**src/dsw_regs.svh**
```systemverilog
// Constants for the switch-bank setup interpreter
`ifndef DSW_REGS_SVH
`define DSW_REGS_SVH
// Register byte offsets
`define DSW_OFS_STATUS  8'h00
`define DSW_OFS_MASK    8'h04
`define DSW_OFS_CTRL    8'h08
`define DSW_OFS_CONFIG  8'h0C
`define DSW_OFS_SWITCH  8'h10
// Status and mask bit positions
`define DSW_EV_GOOD     0
`define DSW_EV_ERROR    1
`define DSW_EV_FACTORY  2
`define DSW_EV_PASS     3
`define DSW_EV_ARCHIVE  4
`define DSW_EV_W        5
// Control bit positions and reset values
`define DSW_CTRL_EXECEN 0
`define DSW_CTRL_RST    1'h1
`define DSW_MASK_RST    5'h00
// Mode switch codes
`define DSW_MODE_RUN    5'h00
`define DSW_MODE_DIRECT 5'h01
`define DSW_MODE_SOURCE 5'h02
`define DSW_MODE_TRAVEL 5'h03
// Direct command codes
`define DSW_CMD_FACTORY 8'h01
`define DSW_CMD_PASS    8'h02
`define DSW_CMD_ARCHIVE 8'h03
// Reserved station addresses
`define DSW_ADDR_BCAST0 8'h00
`define DSW_ADDR_BCAST1 8'hFF
// Highest legal code of source and travel settings
`define DSW_SRC_MAX     8'h05
`define DSW_TRAV_MAX    8'h03
// Reset value of every setup entry, and factory reload value of every entry but entry 0
`define DSW_DFLT_VAL    8'h00
`define DSW_CFG_DEPTH   32
// Timing in ms and clock rate in MHz
`define DSW_CLK_MHZ     100
`define DSW_DEB_MS      10
`define DSW_FAST_MS     50
`define DSW_SLOW_MS     500
`define DSW_GOOD_MS     1000
`define DSW_MS_CYC(ms)  ((ms) * 1000 * `DSW_CLK_MHZ)
`endif

```
**src/dsw_pkg.sv**
```systemverilog
// Types for the switch-bank setup interpreter
package dsw_pkg;
  typedef enum logic {DSW_RUN, DSW_SETUP} dsw_state_t;
  typedef enum logic [2:0] {
    DSW_SRC_HOST, DSW_SRC_AIN_TORQUE, DSW_SRC_AIN_USER1,
    DSW_SRC_AIN_USER2, DSW_SRC_BLOCK, DSW_SRC_PULSE
  } dsw_src_t;
endpackage

```
**src/dsw_setup.sv**
```systemverilog
// Switch-bank setup interpreter with APB status and control
`timescale 1ns/10ps
`include "dsw_regs.svh"

module dsw_setup #(
  parameter int unsigned DEB_CYC  = `DSW_MS_CYC(`DSW_DEB_MS),
  parameter int unsigned FAST_CYC = `DSW_MS_CYC(`DSW_FAST_MS),
  parameter int unsigned SLOW_CYC = `DSW_MS_CYC(`DSW_SLOW_MS),
  parameter int unsigned GOOD_CYC = `DSW_MS_CYC(`DSW_GOOD_MS)
) (
  input  wire logic        core_clk,
  input  wire logic        reset_n,
  input  wire logic        psel,
  input  wire logic        penable,
  input  wire logic        pwrite,
  input  wire logic [7:0]  paddr,
  input  wire logic [31:0] pwdata,
  output logic             pready,
  output logic [31:0]      prdata,
  output logic             pslverr,
  input  wire logic [4:0]  modeSwitchBank,
  input  wire logic [7:0]  parameterSwitchBank,
  input  wire logic        selectorOff,
  input  wire logic        executeButton,
  input  wire logic        userInputOne,
  input  wire logic        userInputTwo,
  output logic             irq,
  output logic             healthLed,
  output logic             goodLed,
  output logic             errorLed,
  output logic             inSetup,
  output logic [7:0]       stationAddr,
  output logic [2:0]       controlSource,
  output logic             closeOnTorque,
  output logic             openOnTorque,
  output logic             valveOpenDrive,
  output logic             valveCloseDrive,
  output logic             factoryLoad,
  output logic             passcodeClear,
  output logic             torqueArchive,
  output logic             cfgWrite,
  output logic [4:0]       cfgIndex,
  output logic [7:0]       cfgData
);

  // Two-flop synchronisers for the switch, selector, button and user-input pins
  localparam int SW = 17;
  logic [SW-1:0] pinMeta_r;
  logic [SW-1:0] pinSync_r;
  wire  [SW-1:0] pinRaw = {userInputTwo, userInputOne, executeButton, selectorOff,
                           modeSwitchBank, parameterSwitchBank};
  always_ff @(posedge core_clk) begin
    pinMeta_r <= reset_n ? pinRaw : '0;
    pinSync_r <= reset_n ? pinMeta_r : '0;
  end
  wire [7:0] paramSync = pinSync_r[7:0];
  wire [4:0] modeSync  = pinSync_r[12:8];
  wire       selOff    = pinSync_r[13];
  wire       execSync  = pinSync_r[14];
  wire       userOne   = pinSync_r[15];
  wire       userTwo   = pinSync_r[16];

  logic [31:0] debCnt_r;
  logic        execStable_r;
  logic        execPress_r;
  wire         execDiff  = execSync != execStable_r;
  wire         debDone   = debCnt_r >= DEB_CYC - 1;
  always_ff @(posedge core_clk) begin
    if (!reset_n) begin
      debCnt_r     <= '0;
      execStable_r <= 1'b0;
      execPress_r  <= 1'b0;
    end else begin
      debCnt_r     <= (execDiff && !debDone) ? debCnt_r + 32'h1 : '0;
      execStable_r <= (execDiff && debDone) ? execSync : execStable_r;
      execPress_r  <= execDiff && debDone && execSync;
    end
  end

  // Bus registers
  logic [`DSW_EV_W-1:0] status_r;
  logic [`DSW_EV_W-1:0] mask_r;
  logic                 execEn_r;
  dsw_pkg::dsw_state_t  state_r;

  // act on the press, banks sampled at that cycle
  wire press = execPress_r && selOff && execEn_r;
  // mode bank picks target, parameter bank gives data
  wire isRun    = modeSync == `DSW_MODE_RUN;
  wire isDirect = modeSync == `DSW_MODE_DIRECT;
  wire isSource = modeSync == `DSW_MODE_SOURCE;
  wire isTravel = modeSync == `DSW_MODE_TRAVEL;
  wire addrOk   = paramSync != `DSW_ADDR_BCAST0 && paramSync != `DSW_ADDR_BCAST1;
  wire cmdFact  = paramSync == `DSW_CMD_FACTORY;
  wire cmdPass  = paramSync == `DSW_CMD_PASS;
  wire cmdArch  = paramSync == `DSW_CMD_ARCHIVE;
  wire cmdOk    = cmdFact || cmdPass || cmdArch;
  wire srcOk    = paramSync <= `DSW_SRC_MAX;
  wire travOk   = paramSync <= `DSW_TRAV_MAX;
  wire entryOk  = isRun ? addrOk : isDirect ? cmdOk : isSource ? srcOk :
                  isTravel ? travOk : 1'b1;
  wire evGood   = press && entryOk;
  wire evErr    = press && !entryOk;
  // direct commands do not store, every other good entry does
  wire doStore  = evGood && !isDirect;
  wire evFact   = evGood && isDirect && cmdFact;
  wire evPass   = evGood && isDirect && cmdPass;
  wire evArch   = evGood && isDirect && cmdArch;
  wire [`DSW_EV_W-1:0] events = {evArch, evPass, evFact, evErr, evGood};

  // Configuration memory, one byte per mode code
  logic [7:0] cfgMem_r [`DSW_CFG_DEPTH];
  genvar gi;
  generate
    for (gi = 0; gi < `DSW_CFG_DEPTH; gi++) begin : g_cfg
      // raw parameter byte stored as is
      always_ff @(posedge core_clk) begin
        if (!reset_n)
          cfgMem_r[gi] <= `DSW_DFLT_VAL;
        else if (doStore && modeSync == 5'(gi))
          cfgMem_r[gi] <= paramSync;
        else if (evFact && gi != 0)
          cfgMem_r[gi] <= `DSW_DFLT_VAL;
      end
    end
  endgenerate

  // Setup state: run on mode zero, enter, leave
  wire enterSetup = selOff && !isRun;
  wire leaveSetup = doStore && isRun;
  always_ff @(posedge core_clk) begin
    if (!reset_n)
      state_r <= dsw_pkg::DSW_RUN;
    else begin
      unique case (state_r)
        dsw_pkg::DSW_RUN:   if (enterSetup) state_r <= dsw_pkg::DSW_SETUP;
        dsw_pkg::DSW_SETUP: if (leaveSetup) state_r <= dsw_pkg::DSW_RUN;
      endcase
    end
  end
  wire setupNow = state_r == dsw_pkg::DSW_SETUP;

  // Blink timers for health and good lights
  logic [31:0] fastCnt_r;
  logic [31:0] slowCnt_r;
  logic [31:0] goodCnt_r;
  logic        fastPh_r;
  logic        slowPh_r;
  wire         fastWrap = fastCnt_r >= FAST_CYC - 1;
  wire         slowWrap = slowCnt_r >= SLOW_CYC - 1;
  wire         goodBusy = goodCnt_r != '0;
  always_ff @(posedge core_clk) begin
    if (!reset_n) begin
      fastCnt_r <= '0;
      slowCnt_r <= '0;
      goodCnt_r <= '0;
      fastPh_r  <= 1'b0;
      slowPh_r  <= 1'b0;
    end else begin
      fastCnt_r <= fastWrap ? '0 : fastCnt_r + 32'h1;
      slowCnt_r <= slowWrap ? '0 : slowCnt_r + 32'h1;
      fastPh_r  <= fastPh_r ^ fastWrap;
      slowPh_r  <= slowPh_r ^ slowWrap;
      // good flash window restarts on each good entry
      goodCnt_r <= evGood ? GOOD_CYC : goodBusy ? goodCnt_r - 32'h1 : '0;
    end
  end

  // APB slave: one wait state, defined error on unmapped address
  wire apbAcc   = psel && penable;
  wire apbDone  = apbAcc && pready;
  wire apbWr    = apbDone && pwrite;
  wire hitStat  = paddr == `DSW_OFS_STATUS;
  wire hitMask  = paddr == `DSW_OFS_MASK;
  wire hitCtrl  = paddr == `DSW_OFS_CTRL;
  wire hitCfg   = paddr == `DSW_OFS_CONFIG;
  wire hitSw    = paddr == `DSW_OFS_SWITCH;
  wire hitAny   = hitStat || hitMask || hitCtrl || hitCfg || hitSw;
  wire [31:0] cfgWord = {11'h000, closeOnTorque, openOnTorque, controlSource,
                         cfgMem_r[`DSW_MODE_TRAVEL], stationAddr};
  wire [31:0] swWord  = {17'h00000, setupNow, selOff, modeSync, paramSync};
  wire [31:0] rdMux   = hitStat ? {27'h0000000, status_r} :
                        hitMask ? {27'h0000000, mask_r} :
                        hitCtrl ? {31'h00000000, execEn_r} :
                        hitCfg  ? cfgWord : hitSw ? swWord : 32'h00000000;
  // Set wins over a write-one clear in the same cycle
  wire [`DSW_EV_W-1:0] statClr = (apbWr && hitStat) ? pwdata[`DSW_EV_W-1:0] : '0;
  always_ff @(posedge core_clk) begin
    if (!reset_n) begin
      pready   <= 1'b0;
      prdata   <= '0;
      pslverr  <= 1'b0;
      status_r <= '0;
      mask_r   <= `DSW_MASK_RST;
      execEn_r <= `DSW_CTRL_RST;
      irq      <= 1'b0;
    end else begin
      pready   <= apbAcc && !pready;
      prdata   <= (apbAcc && !pready && !pwrite) ? rdMux : prdata;
      pslverr  <= apbAcc && !pready && !hitAny;
      status_r <= (status_r & ~statClr) | events;
      mask_r   <= (apbWr && hitMask) ? pwdata[`DSW_EV_W-1:0] : mask_r;
      execEn_r <= (apbWr && hitCtrl) ? pwdata[`DSW_CTRL_EXECEN] : execEn_r;
      irq      <= |(status_r & mask_r);
    end
  end

  // Registered outputs from memory, state and timers
  wire pulseMode = cfgMem_r[`DSW_MODE_SOURCE][2:0] == dsw_pkg::DSW_SRC_PULSE;
  always_ff @(posedge core_clk) begin
    if (!reset_n) begin
      healthLed       <= 1'b0;
      goodLed         <= 1'b0;
      errorLed        <= 1'b0;
      inSetup         <= 1'b0;
      stationAddr     <= '0;
      controlSource   <= '0;
      closeOnTorque   <= 1'b0;
      openOnTorque    <= 1'b0;
      valveOpenDrive  <= 1'b0;
      valveCloseDrive <= 1'b0;
      factoryLoad     <= 1'b0;
      passcodeClear   <= 1'b0;
      torqueArchive   <= 1'b0;
      cfgWrite        <= 1'b0;
      cfgIndex        <= '0;
      cfgData         <= '0;
    end else begin
      // fast flash in setup, slow otherwise
      healthLed       <= setupNow ? fastPh_r : slowPh_r;
      // good flashes, error held until a good entry
      goodLed         <= goodBusy && fastPh_r;
      errorLed        <= evErr ? 1'b1 : evGood ? 1'b0 : errorLed;
      inSetup         <= setupNow;
      stationAddr     <= cfgMem_r[`DSW_MODE_RUN];
      controlSource   <= cfgMem_r[`DSW_MODE_SOURCE][2:0];
      // bit 0 close on torque seat, bit 1 open on backseat
      closeOnTorque   <= cfgMem_r[`DSW_MODE_TRAVEL][0];
      openOnTorque    <= cfgMem_r[`DSW_MODE_TRAVEL][1];
      valveOpenDrive  <= pulseMode && userOne;
      valveCloseDrive <= pulseMode && userTwo;
      factoryLoad     <= evFact;
      passcodeClear   <= evPass;
      torqueArchive   <= evArch;
      cfgWrite        <= doStore;
      cfgIndex        <= doStore ? modeSync : cfgIndex;
      cfgData         <= doStore ? paramSync : cfgData;
    end
  end
endmodule

```
**config.mk**
```make
export PLATFORM = sky130hd
export DESIGN_NAME = dsw_setup
export DESIGN_NICKNAME = d
export VERILOG_FILES = /design/src/dsw_pkg.sv /design/src/dsw_setup.sv
export VERILOG_INCLUDE_DIRS = /design/src
export SDC_FILE = /design/constraint.sdc
export NUM_CORES = 1
export LEC_CHECK = 0
export BUFFER_PORTS_ARGS = -buffer_cell sky130_fd_sc_hd__buf_2
export CORE_ASPECT_RATIO = 2
export CORE_MARGIN = 2
export CORE_UTILIZATION = 25
export DETAILED_ROUTE_END_ITERATION = 10
export SYNTH_ARGS = -nofsm -noshare
export SYNTH_HDL_FRONTEND = slang
export SYNTH_SLANG_ARGS = --single-unit
```
**constraint.sdc**
```tcl
create_clock -name core_clk -period 3.8 [get_ports core_clk]
set_input_delay 0.76 -clock core_clk [delete_from_list [all_inputs] [get_ports core_clk]]
set_output_delay 0.76 -clock core_clk [all_outputs]
set_load 0.01 [all_outputs]
```
# Word-level counts from Yosys, hierarchy flattened
# Memory sizes are Yosys's and may differ from the RTL's. A register that Yosys moved wholly into a read port is not among the register bits.
# Index checks and enable logic that the tools add are counted.
# classes
n_addsub	4
order_cmp	5
eq_ne	41
mux	272
n_bitwise	72
reduce_logical	82
# op_table
operator	n
8-bit 2-to-1 mux	63
1-bit 2-to-1 mux	200
32-bit by 1-bit adder with 32-bit output, second input constant	3
21-bit 2-to-1 mux	4
5-bit equality test, second input constant	16
1-bit bitwise OR	63
1-bit logical AND	58
27-bit 2-to-1 mux	2
5-bit by 4-bit equality test with 1-bit output, second input constant	8
32-bit by 20-bit >= comparator with 1-bit output, second input constant	1
32-bit by 23-bit >= comparator with 1-bit output, second input constant	1
32-bit by 26-bit >= comparator with 1-bit output, second input constant	1
32-bit nonzero test	1
32-bit by 1-bit subtractor with 32-bit output, second input constant	1
5-bit by 3-bit equality test with 1-bit output, second input constant	4
8-bit by 2-bit equality test with 1-bit output, second input constant	2
8-bit by 4-bit equality test with 1-bit output, second input constant	2
15-bit 2-to-1 mux	1
5-bit bitwise AND	2
5-bit by 2-bit equality test with 1-bit output, second input constant	2
8-bit by 1-bit equality test with 1-bit output, second input constant	1
8-bit by 3-bit equality test with 1-bit output, second input constant	1
8-bit by 5-bit equality test with 1-bit output, second input constant	1
8-bit by 2-bit less-or-equal comparator with 1-bit output, second input constant	1
21 further kinds	37
# totals
regBits	241
mem_bits_rw	256
n_memories	1
# memory_table
memory	words	width	read_ports	rd_ports_with_merged_regs	wr	line_no	rtl
cfgMem_r	32	8	3	1	32	dsw_setup.sv:112	logic [7:0] cfgMem_r [`DSW_CFG_DEPTH];

# Depth between registers and ports, before layout
# Gate-level depths: netlist of run 1.
# logic_depth
depth_word	13
ltp_mapped	8
ltp_nobuf	7

# Worst setup path after synthesis of run 1
# Ideal clock, no wire load.
# synth_timing
kind	reg-to-reg
startpoint	reg pinSync_r[7]
endpoint	mem cfgMem_r[3][0], enable pin
t_arrival_ps	2163
path_slack_ps	1253
path_stages_with_launch	6
path_buffers	0
synth_period_minus_slack_ps	2547
path_cell_list	dfxtp_1 or4_4 o311ai_4 a221o_2 nand3_4 o21ai_0
# synth_rtl
element	line_no	rtl
start: declaration	dsw_setup.sv:49	logic [SW-1:0] pinSync_r;
start signal: assignment	dsw_setup.sv:54	pinSync_r <= reset_n ? pinMeta_r : '0;
end: declaration	dsw_setup.sv:112	

# Final worst setup path of run 1
# layout_timing
startpoint	reg goodCnt_r[0]
endpoint	reg goodCnt_r[27]
# layout_between
elab_chain_len	3
elab_cells_between_ends	4
cone_classes	1 x add/sub; 1 x bitwise; 2 x reduce/logical
# layout_rtl
element	line_no	rtl
start: declaration	dsw_setup.sv:146	logic [31:0] goodCnt_r;
start signal: assignment	dsw_setup.sv:165	goodCnt_r <= evGood ? GOOD_CYC : goodBusy ? goodCnt_r - 32'h1 : '0;
branches (longest 3 deep; another with 32-bit by 1-bit subtractor with 32-bit output)	--	
# Several ways; the timed one is not identified.
# A chain may end at the register's enable or synchronous reset.

==> results_tabular.tex, run 1 <==
\begin{tabular}{lr}
\hline
Metric & Value \\
\hline
\multicolumn{2}{l}{\textbf{Worst setup path}} \\
\quad Critical Path Source Type & flop \\
\quad Data required time at the worst endpoint & between 4 and 5 ns \\
\quad CP Data Arrival Time & between 3 and 4 ns \\
\quad Register-to-register setup slack & approximately 1.0 ns \\
\quad Class of the most critical setup path & flop to flop \\
\quad Critical R2R Launch & goodCnt\_r[0] \\
\quad Critical path peak fanout & 20 \\
\quad Number of cell instances on the worst register-to-register path & 7 \\
\quad Reg-to-Reg End & goodCnt\_r[27] \\
\quad Kind of capture point of the worst setup path & flop \\
\multicolumn{2}{l}{\textbf{Timing}} \\
\quad Total setup violations reported at the end of the flow & 0 \\
\quad Max Transition Viols Final & 0 \\
\quad Shortest period the worst path allows & approximately 2.8 ns \\
\quad Final Hold Vio Count & 0 \\
\quad Highest clock frequency the design can meet & $\sim$360 MHz \\
\quad Setup repair after global routing missed its margin & no \\
\quad Worst slew margin relative to its limit & 0.198 \\
\quad Fin crit share & 0.733 \\
\quad Least-Margin Pin Slew & $\sim$1.2 ns \\
\quad Post-Route Skew & $\sim$0.02 ns \\
\quad Final total negative setup slack & 0 ns \\
\multicolumn{2}{l}{\textbf{Clock network}} \\
\quad Setup repair bufs after CTS & 0 \\
\quad CTS H-Tree Depth & 1 \\
\quad Clk\_lat worst skew & 0.55 ns \\
\quad Resize count post-CTS & 0 \\
\quad Root Buffer Master & clkbuf\_16 \\
\quad Clock Tree Buf Depth & 3 \\
\quad Num CTS Buffers & 26 \\
\quad CTS Sinks & 257 \\
\quad Clock Pin Slew Worst Setup and Hold Paths & 0.06 ns \\
\quad CTS Hold Buffers Added & 0 \\
\quad CTS tree & built \\
\multicolumn{2}{l}{\textbf{Synth}} \\
\quad Netlist cell types & 72 \\
\quad Mapped cell area & approximately 10000 sq um \\
\quad Number of warnings issued by yosys & 0 \\
\quad Sequential area share after synthesis & 0.534 \\
\quad Synthesized area per cell & 9.74 sq um \\
\quad Number of enable flip-flop cells after synthesis & 19 \\
\quad Share of Yosys cell area claimed by the top area cell type & 0.477 \\
\quad Synthesis-stage register bit count & between 200 and 300 \\
\quad Post-Syn Instances & around 1000 \\
\quad Dominant register cell in the synthesized netlist & dfxtp\_1 \\
\quad Share of flip-flops with an asynchronous set or reset & 0 \\
\quad Most area-hungry cell type in the Yosys netlist & dfxtp\_1 \\
\quad Biggest area contributors in the synthesized netlist & dfxtp\_1 (48\%), edfxtp\_1 (5.7\%), nor2\_1 (5.1\%), xor2\_1 (4.5\%), and2\_1 (3.6\%) \\
\multicolumn{2}{l}{\textbf{Place}} \\
\quad Buffers on Ports & 94 \\
\quad Placed instance area & $\sim$11000 sq um \\
\quad Placed insts & between 1500 and 2000 \\
\quad Final weighted congestion in routability-driven placement & 0.805 \\
\quad Post-DP HPWL & 16700 microns \\
\multicolumn{2}{l}{\textbf{Pwr}} \\
\quad Power share of the sequential group & 0.437 \\
\quad Comb power frac & 0.173 \\
\quad P\_int & just over 0.005 W \\
\quad Static Leakage & 4.49 nW \\
\quad Sw power & 0.00201 W \\
\quad Switching power share of the total & 0.281 \\
\quad Peak supply drop & roughly 0.27 mV \\
\quad Power share of the clock group & 0.390 \\
\quad Total power density per cell area & $\sim$590 nW/um\^{}2 \\
\multicolumn{2}{l}{\textbf{Detailed routing}} \\
\quad Mean number of vias per cell & around 4.4 \\
\quad Remaining number of nets flagged by the antenna check after routing & 0 \\
\quad Drt first pass iters & 4 \\
\quad Total DRC errors in the routed layout & 0 \\
\quad Final routed wire length divided by cell count & roughly 14 microns \\
\quad Violation count after the first detailed-route iteration & between 200 and 300 \\
\quad Routed via count & roughly 7400 \\
\quad Final wirelength & 23000 microns \\
\multicolumn{2}{l}{\textbf{Floorplanning}} \\
\quad Number of I/O pins & between 100 and 150 \\
\quad Site Rows & roughly 100 \\
\quad Die width & around 150 microns \\
\quad Floorplan Core Area & $\sim$39000 sq um \\
\quad Starting density of the core & 0.253 \\
\quad Die H & between 200 and 300 microns \\
\quad Die area & 41700 sq um \\
\multicolumn{2}{l}{\textbf{Layout}} \\
\quad Area of the multi-input gates & 4490 sq um \\
\quad Cell Count, Final, Fillers Out & 1695 \\
\quad Layout filler cell count & between 4000 and 5000 \\
\quad Area growth from synthesis to layout & 20.6\% \\
\quad Top library cells by usage in the layout, fill and taps aside & dfxtp\_1 (238), nor2\_1 (135), buf\_2 (94), nand2\_1 (91), and2\_1 (57) \\
\quad Cell area after layout & 12000 sq um \\
\quad Fraction of final layout cells sized beyond drive strength 1 & 0.156 \\
\quad Antenna cell count & 0 \\
\quad Most frequent standard cell in the layout excluding fill and tap cells & dfxtp\_1 \\
\quad Util after Layout & 0.306 \\
\quad Area used by sequential logic in the layout & roughly 5300 sq um \\
\quad Number of nets in the layout & roughly 1200 \\
\multicolumn{2}{l}{\textbf{Status}} \\
\quad Outcome & finished, final reports clean \\
\multicolumn{2}{l}{\textbf{Hold path}} \\
\quad Worst min-delay path endpoint & pinMeta\_r[4] \\
\quad Min-Delay Startpoint & parameterSwitchBank[4] \\
\quad Cell count of the worst hold path & 2 \\
\quad HP Class & primary input to flop \\
\multicolumn{2}{l}{\textbf{Job}} \\
\quad Max\_cap viols & 0 \\
\multicolumn{2}{l}{\textbf{GRT}} \\
\quad Global-route usage over all layers & 0.108 \\
\quad First-pass GRT wire length & about 37000 microns \\
\quad Aggregate global routing overflow & 0 \\
\quad Initial antenna violation count & 0 \\
\quad Largest net degree at the start of global routing & 90 \\
\quad Vias in the first global route & around 7300 \\
\hline
\end{tabular}
layout make-up:
| type | instances | area share |
|---|---|---|
| flip-flops and latches | 257 | 0.443 |
| multi-input cells | 744 | 0.373 |
| clock buffers | 33 | 0.0613 |
| well taps | 525 | 0.0545 |
| repair buffers | 105 | 0.0459 |
| clock inverters | 15 | 0.0179 |
| inverters | 16 | 0.00498 |
how the worst max path moves through the flow:
stage | from | to
after floorplan | pinSync_r[7] | cfgMem_r[3][0]
after global placement | goodCnt_r[0] | goodCnt_r[27]
after detailed placement | goodCnt_r[0] | goodCnt_r[28]
after CTS | goodCnt_r[0] | goodCnt_r[27]
after global routing | goodCnt_r[0] | goodCnt_r[5]
final | goodCnt_r[0] | goodCnt_r[27]
power by group through the flow:
stage / combinational (W) / clock (W) / sequential, W
after floorplan: 0.00103 / 0 / 0.00314
after global routing: 0.00137 / 0.00297 / 0.00315
after detailed placement: 0.00124 / 0 / 0.00318
final: 0.00124 / 0.00278 / 0.00312
after global placement: 0.00121 / 0 / 0.00317
after CTS: 0.00125 / 0.00288 / 0.00312
state kept, by name, summed over array words and instances, names as in the netlist, 3 cells and up:
name           count
cfgIndex           5
pinMeta_r         17
prdata            21
cfgData            8
slowCnt_r         32
stationAddr        8
cfgMem_r          19
fastCnt_r         32
controlSource      3
pinSync_r         17
status_r           5
mask_r             5
debCnt_r          32
goodCnt_r         32
layer usage:
| metal | track usage | wire (microns) | vias up |
|---|---|---|---|
| met5 | 0 | 0 | - |
| met4 | 0.0458 | 697 | 0 |
| met3 | 0.0141 | 923 | 43 |
| met2 | 0.213 | 12100 | 154 |
| met1 | 0.114 | 9210 | 3491 |
| li1 | - | - | 3727 |
metrics by stage:
step | setup slack [ns] | total power, W | hold slack [ns]
final | 1.01 | 0.00715 | 0.416
after global routing | 0.879 | 0.00750 | 0.403
after CTS | 0.970 | 0.00725 | 0.389
after detailed placement | 1.01 | 0.00442 | 0.414
after global placement | 1.03 | 0.00438 | 0.409
after floorplan | 1.25 | 0.00417 | 0.406
cell usage after synthesis (20+ instances only):
cell and n:
and3_1 21, and2_1 57, mux2i_1 26, nor3_1 31
dfxtp_1 238, a21oi_1 29, nor2_1 135, xnor2_1 39
o21ai_0 26, nand4_1 20, nand3_1 40, nand2_1 91
xor2_1 51, clkbuf_1 31
worst max-delay path: stages (launching register included):
cell     delay [ns]
dfxtp_1        0.33
inv_1          0.06
ha_1           0.20
or4b_4         0.52
nor4_4         0.54
a31o_2         0.42
a31o_2         0.47
nor2_1         0.10
cells by family after synthesis:
family / count (synthesis) / synth area share
simple gates: 479 / 0.256
fa+ha+maj: 4 / 0.00501
flops: 257 / 0.534
compound gates: 101 / 0.0674
other cells: 1 / 0.000375
buf+inv: 68 / 0.0327
xor+xnor: 90 / 0.0789
mux: 26 / 0.0261
Power figures use the tool's default switching activity.
==> run 2: changes to the inputs <==
clock period = 2.5 ns   (was 3.8 ns; I/O delays follow)
==> run 2 against run 1 <==
  * Sequential cell count stayed put
  * Hold slack worse by 0.25 ns
  * Power is 48% higher
  * Non-clock buffer count is 35 higher
  * Clock power is 38% higher
  * Critical path depth is 1 lower
  * First-iteration DRC count is 5.4% higher
  * Die area stayed put
  * Count of clock-buffer cells in the layout is 4 lower
  * Via count is 1.1% higher
  * Sequential share of layout area is 0.60 points lower
  * Sequential power is 52% higher
  * Critical path type unchanged
==> results_tabular.tex, run 2 (synthesized netlist as in run 1, its figures left out) <==
\begin{tabular}{lr}
\hline
Metric & Value \\
\hline
\multicolumn{2}{l}{\textbf{Clock network}} \\
\quad Setup repair bufs after CTS & 0 \\
\quad Root Buffer Master & clkbuf\_16 \\
\quad CTS Sinks & 257 \\
\quad CTS H-Tree Depth & 1 \\
\quad CTS tree & built \\
\quad Num CTS Buffers & 25 \\
\quad Resize count post-CTS & 0 \\
\quad Clock Tree Buf Depth & 3 \\
\quad Clk\_lat worst skew & around 0.54 ns \\
\quad CTS Hold Buffers Added & 0 \\
\quad Clock Pin Slew Worst Setup and Hold Paths & roughly 0.07 ns \\
\multicolumn{2}{l}{\textbf{Worst setup path}} \\
\quad Slowest-stage cell, CP & or4\_4 \\
\quad Critical path peak fanout & 9 \\
\quad Number of cell instances on the worst register-to-register path & 6 \\
\quad CP Data Arrival Time & approximately 2.5 ns \\
\quad Data required time at the worst endpoint & 2.74 ns \\
\quad Top delay family on crit path & simple AND/OR/NAND/NOR gates \\
\quad Worst-path cell chain & or4\_4 -> nor3\_1 -> a221o\_2 -> nand3\_4 -> o21ai\_1 -> buf\_4 \\
\quad Critical Path Source Type & flop \\
\quad Max incr delay on CP & about 0.59 ns \\
\quad Number of buffers and inverters on the critical path & 1 \\
\quad Kind of capture point of the worst setup path & flop \\
\quad Class of the most critical setup path & flop to flop \\
\quad Logic depth of the worst path, buffers included & 6 \\
\multicolumn{2}{l}{\textbf{Timing}} \\
\quad Highest clock frequency the design can meet & 443 MHz \\
\quad Fin crit share & 0.902 \\
\quad Final Hold Vio Count & 0 \\
\quad Post-Route Skew & $\sim$0.015 ns \\
\quad Setup repair after global routing missed its margin & no \\
\quad Least-Margin Pin Slew & around 0.64 ns \\
\quad Max Transition Viols Final & 0 \\
\quad Worst hold slack after final layout & between 0.15 and 0.2 ns \\
\quad Shortest period the worst path allows & around 2.3 ns \\
\quad Total setup violations reported at the end of the flow & 0 \\
\quad Final total negative setup slack & 0 ns \\
\quad Worst slew margin relative to its limit & 0.571 \\
\multicolumn{2}{l}{\textbf{Floorplanning}} \\
\quad Floorplan Core Area & 39400 sq um \\
\quad Die area & $\sim$42000 sq um \\
\quad Die H & around 290 microns \\
\quad Site Rows & between 100 and 150 \\
\quad Die width & 145 microns \\
\quad Starting density of the core & 0.253 \\
\quad Number of I/O pins & between 100 and 150 \\
\multicolumn{2}{l}{\textbf{Layout}} \\
\quad Area growth from synthesis to layout & 22.3\% \\
\quad Number of nets in the layout & about 1300 \\
\quad Antenna cell count & 0 \\
\quad Cell Count, Final, Fillers Out & between 1500 and 2000 \\
\quad Fraction of final layout cells sized beyond drive strength 1 & 0.179 \\
\quad Top library cells by usage in the layout, fill and taps aside & dfxtp\_1 (238), nor2\_1 (135), buf\_2 (94), nand2\_1 (91), and2\_1 (57) \\
\quad Most frequent standard cell in the layout excluding fill and tap cells & dfxtp\_1 \\
\quad Util after Layout & 0.310 \\
\multicolumn{2}{l}{\textbf{Detailed routing}} \\
\quad Drt first pass iters & 4 \\
\quad Final routed wire length divided by cell count & 14.1 microns \\
\quad Mean number of vias per cell & $\sim$4.3 \\
\quad Final wirelength & 24300 microns \\
\quad Remaining number of nets flagged by the antenna check after routing & 0 \\
\quad Routed via count & 7495 \\
\quad Total DRC errors in the routed layout & 0 \\
\quad Violation count after the first detailed-route iteration & between 200 and 300 \\
\multicolumn{2}{l}{\textbf{GRT}} \\
\quad First-pass GRT wire length & a little under 40000 microns \\
\quad Vias in the first global route & 7539 \\
\quad Global-route usage over all layers & 0.115 \\
\quad Largest net degree at the start of global routing & 82 \\
\quad Aggregate global routing overflow & 0 \\
\quad Initial antenna violation count & 0 \\
\multicolumn{2}{l}{\textbf{Place}} \\
\quad Final weighted congestion in routability-driven placement & approximately 0.8 \\
\quad Placed insts & roughly 1700 \\
\quad Post-DP HPWL & between 15000 and 20000 microns \\
\quad Buffers on Ports & 94 \\
\multicolumn{2}{l}{\textbf{Status}} \\
\quad Outcome & finished, final reports clean \\
\multicolumn{2}{l}{\textbf{Pwr}} \\
\quad Total power density per cell area & between 800 and 900 nW/um\^{}2 \\
\quad Peak supply drop & between 0.4 and 0.5 mV \\
\quad Static Leakage & $\sim$4.6 nW \\
\multicolumn{2}{l}{\textbf{Hold path}} \\
\quad HP Class & primary input to flop \\
\quad Cell count of the worst hold path & 2 \\
\multicolumn{2}{l}{\textbf{Job}} \\
\quad Max\_cap viols & 0 \\
\hline
\end{tabular}
## run 2: changes by cell type in the layout (fill, tap and decap cells not counted), sizes merged
cell / before / now
bufinv: 4 / 2
clkbuf: 33 / 29
buf: 105 / 140
inv: 19 / 20
clkinvlp: 2 / 4
## run 2: cell type report
class / instances / area [sq um]
clock buffer: 29 / 661
clock inverter: 16 / 170
fill: 4166 / 27200
inverter: 16 / 60.1
multi-input combinational: 744 / 4490
sequential: 257 / 5340
tap: 525 / 657
timing repair buffer: 140 / 841
## run 2: per-stage QoR
stage,setup slack [ns],power (W),cell area [sq um]
2_1_floorplan,0.175,0.00634,10200
3_3_place_gp,0.240,0.00680,11400
3_5_place_dp,0.228,0.00685,11400
4_1_cts,0.234,0.0108,12200
5_1_grt,0.119,0.0112,12200
6_report,0.245,0.0106,12200
## run 2: metal layers
layer / share of wire / vias to the layer above / global-route usage
met5: 0 / - / 0
met4: 0.041 / 0 / 0.0593
met3: 0.038 / 49 / 0.0162
met2: 0.52 / 143 / 0.220
met1: 0.40 / 3514 / 0.121
li1: - / 3789 / -
## run 2: worst register-to-register path, delay by kind of cell (launching register included)
kind | cells | cell delay (ns)
buffers and inverters | 1 | 0.19
AOI/OAI and AO/OA | 2 | 0.44
DFF | 1 | 0.31
and+or+nand+nor | 3 | 1.02
## run 2: path summary, 6_finish.rpt
kind	start	slack, ns	endpoint
min	parameterSwitchBank[0]	0.17	pinMeta_r[0]
max	pinSync_r[7]	0.25	cfgMem_r[3][7]
max reg2reg	pinSync_r[7]	0.25	cfgMem_r[3][7]
min reg2reg	pinMeta_r[16]	0.43	pinSync_r[16]
## run 2: report_power, final
part | switching [W] | leakage (nW) | total [W] | internal [W]
sequential | 0.000264 | 2.14 | 0.00474 | 0.00447
clock | 0.00169 | 0.398 | 0.00383 | 0.00214
combinational | 0.00110 | 2.08 | 0.00201 | 0.000912
